==> config.mk <==
export PLATFORM = sky130hd
export DESIGN_NAME = sepm_port
export DESIGN_NICKNAME = d
export VERILOG_FILES = /design/src/design/sepm_pkg.sv /design/src/design/sepm_port.sv
export SDC_FILE = /design/constraint.sdc
export NUM_CORES = 2
export LEC_CHECK = 0
export ABC_AREA = 1
export BUFFER_PORTS_ARGS = -buffer_cell sky130_fd_sc_hd__buf_2
export CAP_MARGIN = 10
export CORE_ASPECT_RATIO = 1.5
export CORE_UTILIZATION = 40
export CTS_CLUSTER_DIAMETER = 30
export CTS_CLUSTER_SIZE = 20
export DETAILED_ROUTE_END_ITERATION = 7
export PLACE_DENSITY = 0.57
export REMOVE_ABC_BUFFERS = 1
export SLEW_MARGIN = 20
export SYNTH_ARGS = -nofsm -noshare
export SYNTH_HDL_FRONTEND = slang
export SYNTH_SLANG_ARGS = --single-unit
==> constraint.sdc <==
create_clock -name clk -period 7.98 [get_ports clk]
set_clock_uncertainty 0.15 [all_clocks]
set_input_delay 1.197 -clock clk [delete_from_list [all_inputs] [get_ports clk]]
set_output_delay 1.197 -clock clk [all_outputs]
set_load 0.02 [all_outputs]
==> src/design/sepm_pkg.sv <==
/*
 * Constants, types and the operation summary for the serial memory command port.
 * Assumes a single 20 MHz system clock; the link pins pass through three-stage synchronisers in the port.
 */
// Summary of operation
// - instructions are 11 bits in word mode, 12 bits in byte mode
// - serial_in bits are captured on each rising serial clock edge
// - output stays undriven except during read data or busy status
// - after programming starts, reselect shows low while busy, high when ready
// - a dummy one shifted during status returns output to undriven
// - start bit one, two-bit opcode, address, then data for write types
// - opcode 10 reads, 11 erases, 01 writes one location
// - opcode 00 picks enable, disable, erase array or fill array by address bits
// - read sends one dummy zero then the word, most significant bit first
// - read output bits change on the rising serial clock edge
// - continued clocking reads next address, wrapping to zero
// - dummy zero precedes only the first word of a sequential read
// - programming disabled after power-up until enable command
// - enable holds until disable command or power loss
// - reads work whether programming is enabled or not
// - falling chip select after write starts self-timed clear and store
// - self-timed cycle finishes without serial clock pulses
// - single write clears location before storing
// - single erase sets the location to all ones
// - erase array sets every location to all ones
// - fill array stores the data word into every location
// - width select high gives 16-bit words, low gives 8-bit
package sepm_pkg;
  localparam int unsigned CLK_HZ          = 20_000_000;
  localparam int unsigned PROG_TIME_US    = 5000;
  localparam int unsigned PROG_CYCLES     = PROG_TIME_US * (CLK_HZ / 1_000_000);
  localparam int unsigned POWERUP_TIME_US = 1000;
  localparam int unsigned POWERUP_CYCLES  = POWERUP_TIME_US * (CLK_HZ / 1_000_000);
  localparam int unsigned LEN_X16         = 11;
  localparam int unsigned LEN_X8          = 12;
  localparam int unsigned ADDR_POS_X16    = 3;
  localparam logic [1:0]  OP_SPECIAL      = 2'h0;
  localparam logic [1:0]  OP_WRITE        = 2'h1;
  localparam logic [1:0]  OP_READ         = 2'h2;
  localparam logic [1:0]  OP_ERASE        = 2'h3;
  localparam logic [1:0]  SUB_DISABLE     = 2'h0;
  localparam logic [1:0]  SUB_FILL        = 2'h1;
  localparam logic [1:0]  SUB_ERASE_ALL   = 2'h2;
  localparam logic [1:0]  SUB_ENABLE      = 2'h3;
  localparam logic        ENABLE_RESET    = 1'b0;

  typedef enum {
    ST_IDLE, ST_CMD, ST_DATA, ST_ARMED, ST_READ, ST_WAIT
  } sepm_state_e;

  typedef struct packed {
    logic sel;
    logic sclk;
    logic din;
  } sepm_pins_s;

  typedef struct packed {
    logic       fill;
    logic       all;
    logic       erase;
    logic [7:0] addr;
    logic [15:0] data;
  } sepm_prog_s;
endpackage

==> src/design/sepm_port.sv <==
/*
 * Serial memory command port: decodes instructions, reads, and runs self-timed programming.
 * Assumes chip select, serial clock and serial input arrive asynchronously on pins.
 */
`timescale 1ns/100ps
module sepm_port #(
  parameter int unsigned PROG_CYC    = sepm_pkg::PROG_CYCLES,
  parameter int unsigned POWERUP_CYC = sepm_pkg::POWERUP_CYCLES
) (
  input  wire logic clk,
  input  wire logic reset,
  input  wire logic chip_select,
  input  wire logic serial_clock,
  input  wire logic serial_in,
  input  wire logic word_width_select,
  output logic      serial_out,
  output logic      serial_out_en,
  output logic      busy,
  output logic      ready_for_ops
);
  import sepm_pkg::*;

  // ****************************************
  // pin synchronisers
  // ****************************************
  logic [2:0] cs_s_q;
  logic [2:0] sk_s_q;
  logic [2:0] di_s_q;
  logic [2:0] org_s_q;
  logic       cs_q;
  logic       sk_q;
  logic       di_q;
  logic       org_q;
  always_ff @(posedge clk or posedge reset) begin
    if (reset) begin
      cs_s_q  <= 3'h0;
      sk_s_q  <= 3'h0;
      di_s_q  <= 3'h0;
      org_s_q <= 3'h7;
      cs_q    <= 1'b0;
      sk_q    <= 1'b0;
      di_q    <= 1'b0;
      org_q   <= 1'b1;
    end else begin
      cs_s_q  <= {cs_s_q[1:0], chip_select};
      sk_s_q  <= {sk_s_q[1:0], serial_clock};
      di_s_q  <= {di_s_q[1:0], serial_in};
      org_s_q <= {org_s_q[1:0], word_width_select};
      if (cs_s_q[1] == cs_s_q[2]) cs_q <= cs_s_q[2];
      if (sk_s_q[1] == sk_s_q[2]) sk_q <= sk_s_q[2];
      if (di_s_q[1] == di_s_q[2]) di_q <= di_s_q[2];
      if (org_s_q[1] == org_s_q[2]) org_q <= org_s_q[2];
    end
  end

  wire sk_rise = (sk_s_q[1] == sk_s_q[2]) && sk_s_q[2] && !sk_q;
  wire cs_fall = (cs_s_q[1] == cs_s_q[2]) && !cs_s_q[2] && cs_q;
  wire cs_on   = cs_q && cs_s_q[2];
  wire din     = (di_s_q[1] == di_s_q[2]) ? di_s_q[2] : di_q;

  // ****************************************
  // memory and helpers
  // ****************************************
  logic [15:0] mem [0:127];
  logic [7:0]  mem8_unused;

  function automatic logic [15:0] read_word(input logic [15:0] w, input logic x16, input logic lo);
    read_word = x16 ? w : {(lo ? w[7:0] : w[15:8]), 8'h00};
  endfunction

  // ****************************************
  // two-entry store buffer between decoder and programming engine
  // ****************************************
  sepm_prog_s buf_q [0:1];
  logic [1:0] buf_cnt_q;
  logic       buf_wr_q;
  logic       buf_rd_q;
  wire        buf_in_ready  = (buf_cnt_q != 2'h2);
  wire        buf_out_valid = (buf_cnt_q != 2'h0);

  // ****************************************
  // state
  // ****************************************
  sepm_state_e st_q;
  logic [4:0]  cnt_q;
  logic [4:0]  len_q;
  logic [11:0] cmd_q;
  logic [15:0] data_q;
  logic [15:0] shift_q;
  logic [8:0]  raddr_q;
  logic        enable_q;
  logic        x16_q;
  logic        dummy_q;
  logic [31:0] prog_q;
  logic [31:0] pwr_q;
  sepm_prog_s  pend_q;
  logic        pend_v_q;

  wire [4:0]  cmd_len   = x16_q ? 5'(LEN_X16) : 5'(LEN_X8);
  wire [1:0]  opcode    = x16_q ? cmd_q[9:8] : cmd_q[10:9];
  wire [8:0]  addr_f    = x16_q ? {2'h0, cmd_q[6:0]} : {1'b0, cmd_q[7:0]};   // top bit ignored
  wire [1:0]  sub       = x16_q ? cmd_q[7:6] : cmd_q[8:7];
  wire        need_data = (opcode == OP_WRITE) || (opcode == OP_SPECIAL && sub == SUB_FILL);
  wire [4:0]  data_len  = x16_q ? 5'd16 : 5'd8;
  wire [8:0]  addr_max  = x16_q ? 9'h07f : 9'h0ff;
  wire [8:0]  addr_next = (raddr_q == addr_max) ? 9'h000 : raddr_q + 9'h001;
  wire [15:0] rword     = read_word(mem[x16_q ? raddr_q[6:0] : raddr_q[7:1]], x16_q, raddr_q[0]);
  // next word fetched ahead so a sequential read needs no gap bit
  wire [15:0] nword     = read_word(mem[x16_q ? addr_next[6:0] : addr_next[7:1]], x16_q, addr_next[0]);
  wire        prog_busy = buf_out_valid || (prog_q != 32'h0);

  always_ff @(posedge clk or posedge reset) begin
    if (reset) begin
      st_q          <= ST_IDLE;
      cnt_q         <= 5'h0;
      len_q         <= 5'h0;
      cmd_q         <= 12'h0;
      data_q        <= 16'h0;
      shift_q       <= 16'h0;
      raddr_q       <= 9'h0;
      enable_q      <= ENABLE_RESET;
      x16_q         <= 1'b1;
      dummy_q       <= 1'b0;
      pend_q        <= '0;
      pend_v_q      <= 1'b0;
      buf_wr_q      <= 1'b0;
      serial_out    <= 1'b1;
      serial_out_en <= 1'b0;
    end else begin
      buf_wr_q <= 1'b0;
      if (!cs_on) begin
        serial_out_en <= 1'b0;
        if (cs_fall && pend_v_q && buf_in_ready) buf_wr_q <= 1'b1;
        pend_v_q <= 1'b0;
        if (st_q != ST_IDLE) st_q <= ST_IDLE;
      end else case (st_q)
        ST_IDLE: begin
          x16_q <= org_q;
          if (prog_busy) begin
            serial_out_en <= 1'b1;
            serial_out    <= 1'b0;
            st_q <= ST_WAIT;
          end else if (sk_rise && din) begin
            cnt_q <= 5'h1;
            cmd_q <= 12'h1;
            st_q  <= ST_CMD;
          end
        end
        ST_WAIT: begin
          serial_out <= !prog_busy;
          if (sk_rise && din) serial_out_en <= 1'b0;
        end
        ST_CMD: if (sk_rise) begin
          cmd_q <= {cmd_q[10:0], din};
          cnt_q <= cnt_q + 5'h1;
          if (cnt_q + 5'h1 == cmd_len) st_q <= ST_ARMED;
        end
        ST_ARMED: begin
          cnt_q <= 5'h0;
          st_q  <= ST_IDLE;
          if (opcode == OP_READ) begin
            raddr_q       <= addr_f;
            serial_out_en <= 1'b1;
            serial_out    <= 1'b0;
            dummy_q       <= 1'b1;
            st_q          <= ST_READ;
          end else if (need_data) st_q <= ST_DATA;
          else if (opcode == OP_SPECIAL && sub == SUB_ENABLE) enable_q <= 1'b1;
          else if (opcode == OP_SPECIAL && sub == SUB_DISABLE) enable_q <= 1'b0;
          else if (enable_q) begin
            pend_q   <= '{fill: 1'b0, all: (opcode == OP_SPECIAL), erase: 1'b1,
                          addr: addr_f[7:0], data: 16'hffff};
            pend_v_q <= 1'b1;
            st_q     <= ST_WAIT;
            serial_out_en <= 1'b0;
          end
        end
        ST_DATA: if (sk_rise) begin
          data_q <= {data_q[14:0], din};
          cnt_q  <= cnt_q + 5'h1;
          if (cnt_q + 5'h1 == data_len) begin
            if (enable_q) begin
              pend_q <= '{fill: (opcode == OP_SPECIAL), all: (opcode == OP_SPECIAL), erase: 1'b0,
                          addr: addr_f[7:0], data: {data_q[14:0], din}};
              pend_v_q <= 1'b1;
            end
            st_q <= ST_WAIT;
          end
        end
        ST_READ: if (sk_rise) begin
          if (dummy_q) begin
            dummy_q    <= 1'b0;
            shift_q    <= rword << 1;
            serial_out <= rword[15];
            cnt_q      <= 5'h1;
          end else if (cnt_q == data_len) begin
            raddr_q    <= addr_next;
            cnt_q      <= 5'h1;
            serial_out <= nword[15];
            shift_q    <= nword << 1;
          end else begin
            serial_out <= shift_q[15];
            shift_q    <= shift_q << 1;
            cnt_q      <= cnt_q + 5'h1;
          end
        end
        default: st_q <= ST_IDLE;
      endcase
    end
  end

  // ****************************************
  // self-timed programming engine, no serial clock needed
  // ****************************************
  sepm_prog_s cur;
  assign cur = buf_q[buf_rd_q];
  always_ff @(posedge clk or posedge reset) begin
    if (reset) begin
      buf_cnt_q     <= 2'h0;
      buf_rd_q      <= 1'b0;
      prog_q        <= 32'h0;
      pwr_q         <= 32'(POWERUP_CYC);
      busy          <= 1'b0;
      ready_for_ops <= 1'b0;
    end else begin
      if (pwr_q != 32'h0) pwr_q <= pwr_q - 32'h1;
      ready_for_ops <= (pwr_q == 32'h0);
      busy <= prog_busy;
      if (buf_wr_q) buf_q[buf_rd_q ^ buf_cnt_q[0]] <= pend_q;
      if (prog_q == 32'h0 && buf_out_valid) prog_q <= 32'(PROG_CYC);
      else if (prog_q == 32'h1) begin
        for (int i = 0; i < 128; i++)
          if (cur.all || i == (x16_q ? int'(cur.addr[6:0]) : int'(cur.addr[7:1])))
            mem[i] <= (x16_q || cur.erase) ? cur.data
                      : (cur.all ? {cur.data[7:0], cur.data[7:0]}
                      : (cur.addr[0] ? {mem[i][15:8], cur.data[7:0]} : {cur.data[7:0], mem[i][7:0]}));
        buf_rd_q  <= !buf_rd_q;
        prog_q    <= 32'h0;
        buf_cnt_q <= buf_cnt_q - 2'h1 + {1'b0, buf_wr_q};
      end else begin
        if (prog_q != 32'h0) prog_q <= prog_q - 32'h1;
        buf_cnt_q <= buf_cnt_q + {1'b0, buf_wr_q};
      end
    end
  end
  assign mem8_unused = 8'h00;
endmodule

==> metrics.txt <==
worst setup margin 2143 ps; routability congestion estimate 0.9553; Worst EP arrival 6550 ps; clock-pin slew on the worst setup and hold paths 50 ps; R2R Setup Slk 2140 ps; placed insts 16538; via count 98553; crit-path cells inv_2 -> nand2_1 -> nand2_4 -> inv_8 -> buf_4 -> nand2_1 -> nand3_1 -> nand3_1 -> nand3_1 -> nand3_1 -> nand3_1 -> nand3_1 -> nand3_1 -> nand3_1 -> nand2_1 -> inv_1 -> a21oi_1; synthesis warning total 0; Lkg Pwr 53.21 nW; synthesized area 117800 um^2; Via-to-Cell Ratio 5.700; worst hold margin 195.5 ps; Setup TNS 0 ps; GRT Total Usage 0.2786; count of final setup violators 0; Hold Buf Count CTS 0; Yosys reg bits 2276; multi-input logic area 41970 um^2; die height 666.5 um; Crit Path Max Fanout 91; final cell count without fillers 17291; final cycle utilization of the critical path 0.7315; DP Area 121000 um^2; Max VDD drop 0.8412 mV; Post-Place Setup Slack 2389 ps; top-level I/O count 10; vias in the first global route 92765; HP Class flop to flop; Layout fillers 27929; top-area cell type share of the netlist area 0.5355; Area contributors post-synth edfxtp_1, nand2_1, o21ai_0; number of max-cap violations 0; crit path kind flop to flop; Synth Flop Type edfxtp_1; Final nets 13045; Final min period 5837 ps; CP Capture Type flop; num rows 243; Crit path largest cell delay 1090 ps; dominant cell by count in the synthesized netlist nand2_1; Synth async-reset ratio 0.07733; Startpoint Class flop; gr ovfl total 0; CP bufs+invs 4; most frequent cell on the critical path nand3_1; synthesis-to-layout area growth 14.62%; syn avg cell area 8.826 um^2; Post-CTS Setup Repair Bufs 0; TritonCTS buffer count 408; Residual DRC 0; global-route wire length before repair 614200 um; final core utilization 0.4614; Clk Tree Root Cell clkbuf_16; worst path required time 8690 ps; sequential area share after synthesis 0.5731; WL/cell 24.57 um; pwr/cell area 340.6 nW/um^2; CTS sink count 2276; H-Tree Depth 5; CTS tree done; core box area 292500 um^2; DIE AREA 296600 um^2; FF/Latch Area 67480 um^2; synth cell count leaders nand2_1, edfxtp_1, o21ai_0, nand3_1, inv_1; Slew Limit Fails 0; post-synth cell types 56; unrepaired setup endpoints after global routing false; status finished, final reports clean; Starting Density 0.4026; final WL 424800 um; worst relative slew slack 0.1087; Synth area leader edfxtp_1; CTS Buffer Depth 4; Final Hold Vio Count 0; Worst Tran Pin Value 1332 ps; share of layout cells above drive strength 1 0.08057; Crit-path slowest cell dfstp_2; IO buf count 9; initial antenna violation count 10; DR iter-0 viols 10541; number of synthesized flops with an enable pin 2100; Post-CTS Resized 0; Fmax achieved 171.3 MHz; Post-DRT Antenna Nets 0; Pre-antenna DRT Iters 6; hpwl dp 255200 um; post-route cell area 135000 um^2; largest net degree at the start of global routing 213; post-layout power 45.97 mW; delay-heaviest family, CP simple AND/OR/NAND/NOR gates; Die W 445.0 um; Skew-Pair Late Insertion Delay 980 ps; gate count after technology mapping 13341
kinds of logic (layout without fill, tap and decap cells):
family                   count (synthesis)  after routing  share of synthesized area
AO/OA/AOI/OAI                         2942           2942                     0.1379
adder cells (fa/ha/maj)                 12             12                   0.001233
AND/OR/NAND/NOR                       6010           6010                     0.2097
other                                    0              4                          0
multiplexers                            11             11                  0.0009457
XOR/XNOR                                36             36                   0.002678
flip-flops                            2276           2276                     0.5731
buffers and inverters                 2054           2080                    0.07451
metal layers:
metal  global-route usage  part of all wire
met1               0.3426              0.38
met2               0.4491              0.46
met3              0.04158             0.082
met4               0.1965             0.078
met5                    0          0.000016
sequential cells by signal, indices dropped and copies added, names as in the netlist, 2 cells and up:
| register | cells |
|---|---|
| buf_cnt_q | 2 |
| buf_q | 52 |
| cmd_q | 11 |
| cnt_q | 5 |
| cs_s_q | 3 |
| data_q | 15 |
| di_s_q | 3 |
| mem | 2048 |
| org_s_q | 3 |
| pend_q | 26 |
| prog_q | 32 |
| pwr_q | 32 |
| raddr_q | 9 |
| shift_q | 15 |
| sk_s_q | 3 |
| st_q | 3 |
worst paths after layout:
check / depth (start not counted) / start / to
max in group asynchronous: 3 / reset / pwr_q[28]
worst min-delay path: 0 / cs_s_q[0] / cs_s_q[1]
worst min register to register: 0 / cs_s_q[0] / cs_s_q[1]
min in group asynchronous: 2 / reset / cs_s_q[0]
worst max-delay path: 17 / x16_q / shift_q[11]
worst max register to register: 17 / x16_q / shift_q[11]
placed cells by master (no fill, tap or decap), types with 16 or more instances in the layout:
cell type	instances
o21ai_1	108
nor2_1	922
buf_12	55
clkinv_1	41
bufinv_16	52
o21ai_0	1718
xor2_1	26
or2_2	24
clkinv_4	42
nor2_2	48
edfxtp_1	2100
nand3_1	1504
inv_1	1055
clkinv_2	61
inv_6	40
o22ai_1	40
clkbuf_16	413
a21oi_1	480
buf_4	200
o211ai_1	491
clkinvlp_4	48
nand2_1	3434
clkbuf_1	36
a211oi_1	49
o21ai_4	16
nor3_1	19
dfrtp_1	165
where the power goes:
group	total [mW]	leakage [nW]	switching [mW]	internal, mW
registers	13.4	26.7	0.148	13.3
clock network	17.6	6.68	6.37	11.3
logic	14.9	19.8	10.7	4.21
total	46.0	53.2	17.2	28.8
area by class of cell:
cell class              instances  share of cell area
well taps                    3920             0.03634
flip-flops and latches       2276              0.5000
repair buffers                264             0.01962
clock inverters               293             0.02477
multi-input cells            9011              0.3110
clock buffers                 455             0.07819
diodes                          4          0.00007417
inverters                    1068             0.03007
Note: power is estimated with default switching activity, not from simulation.
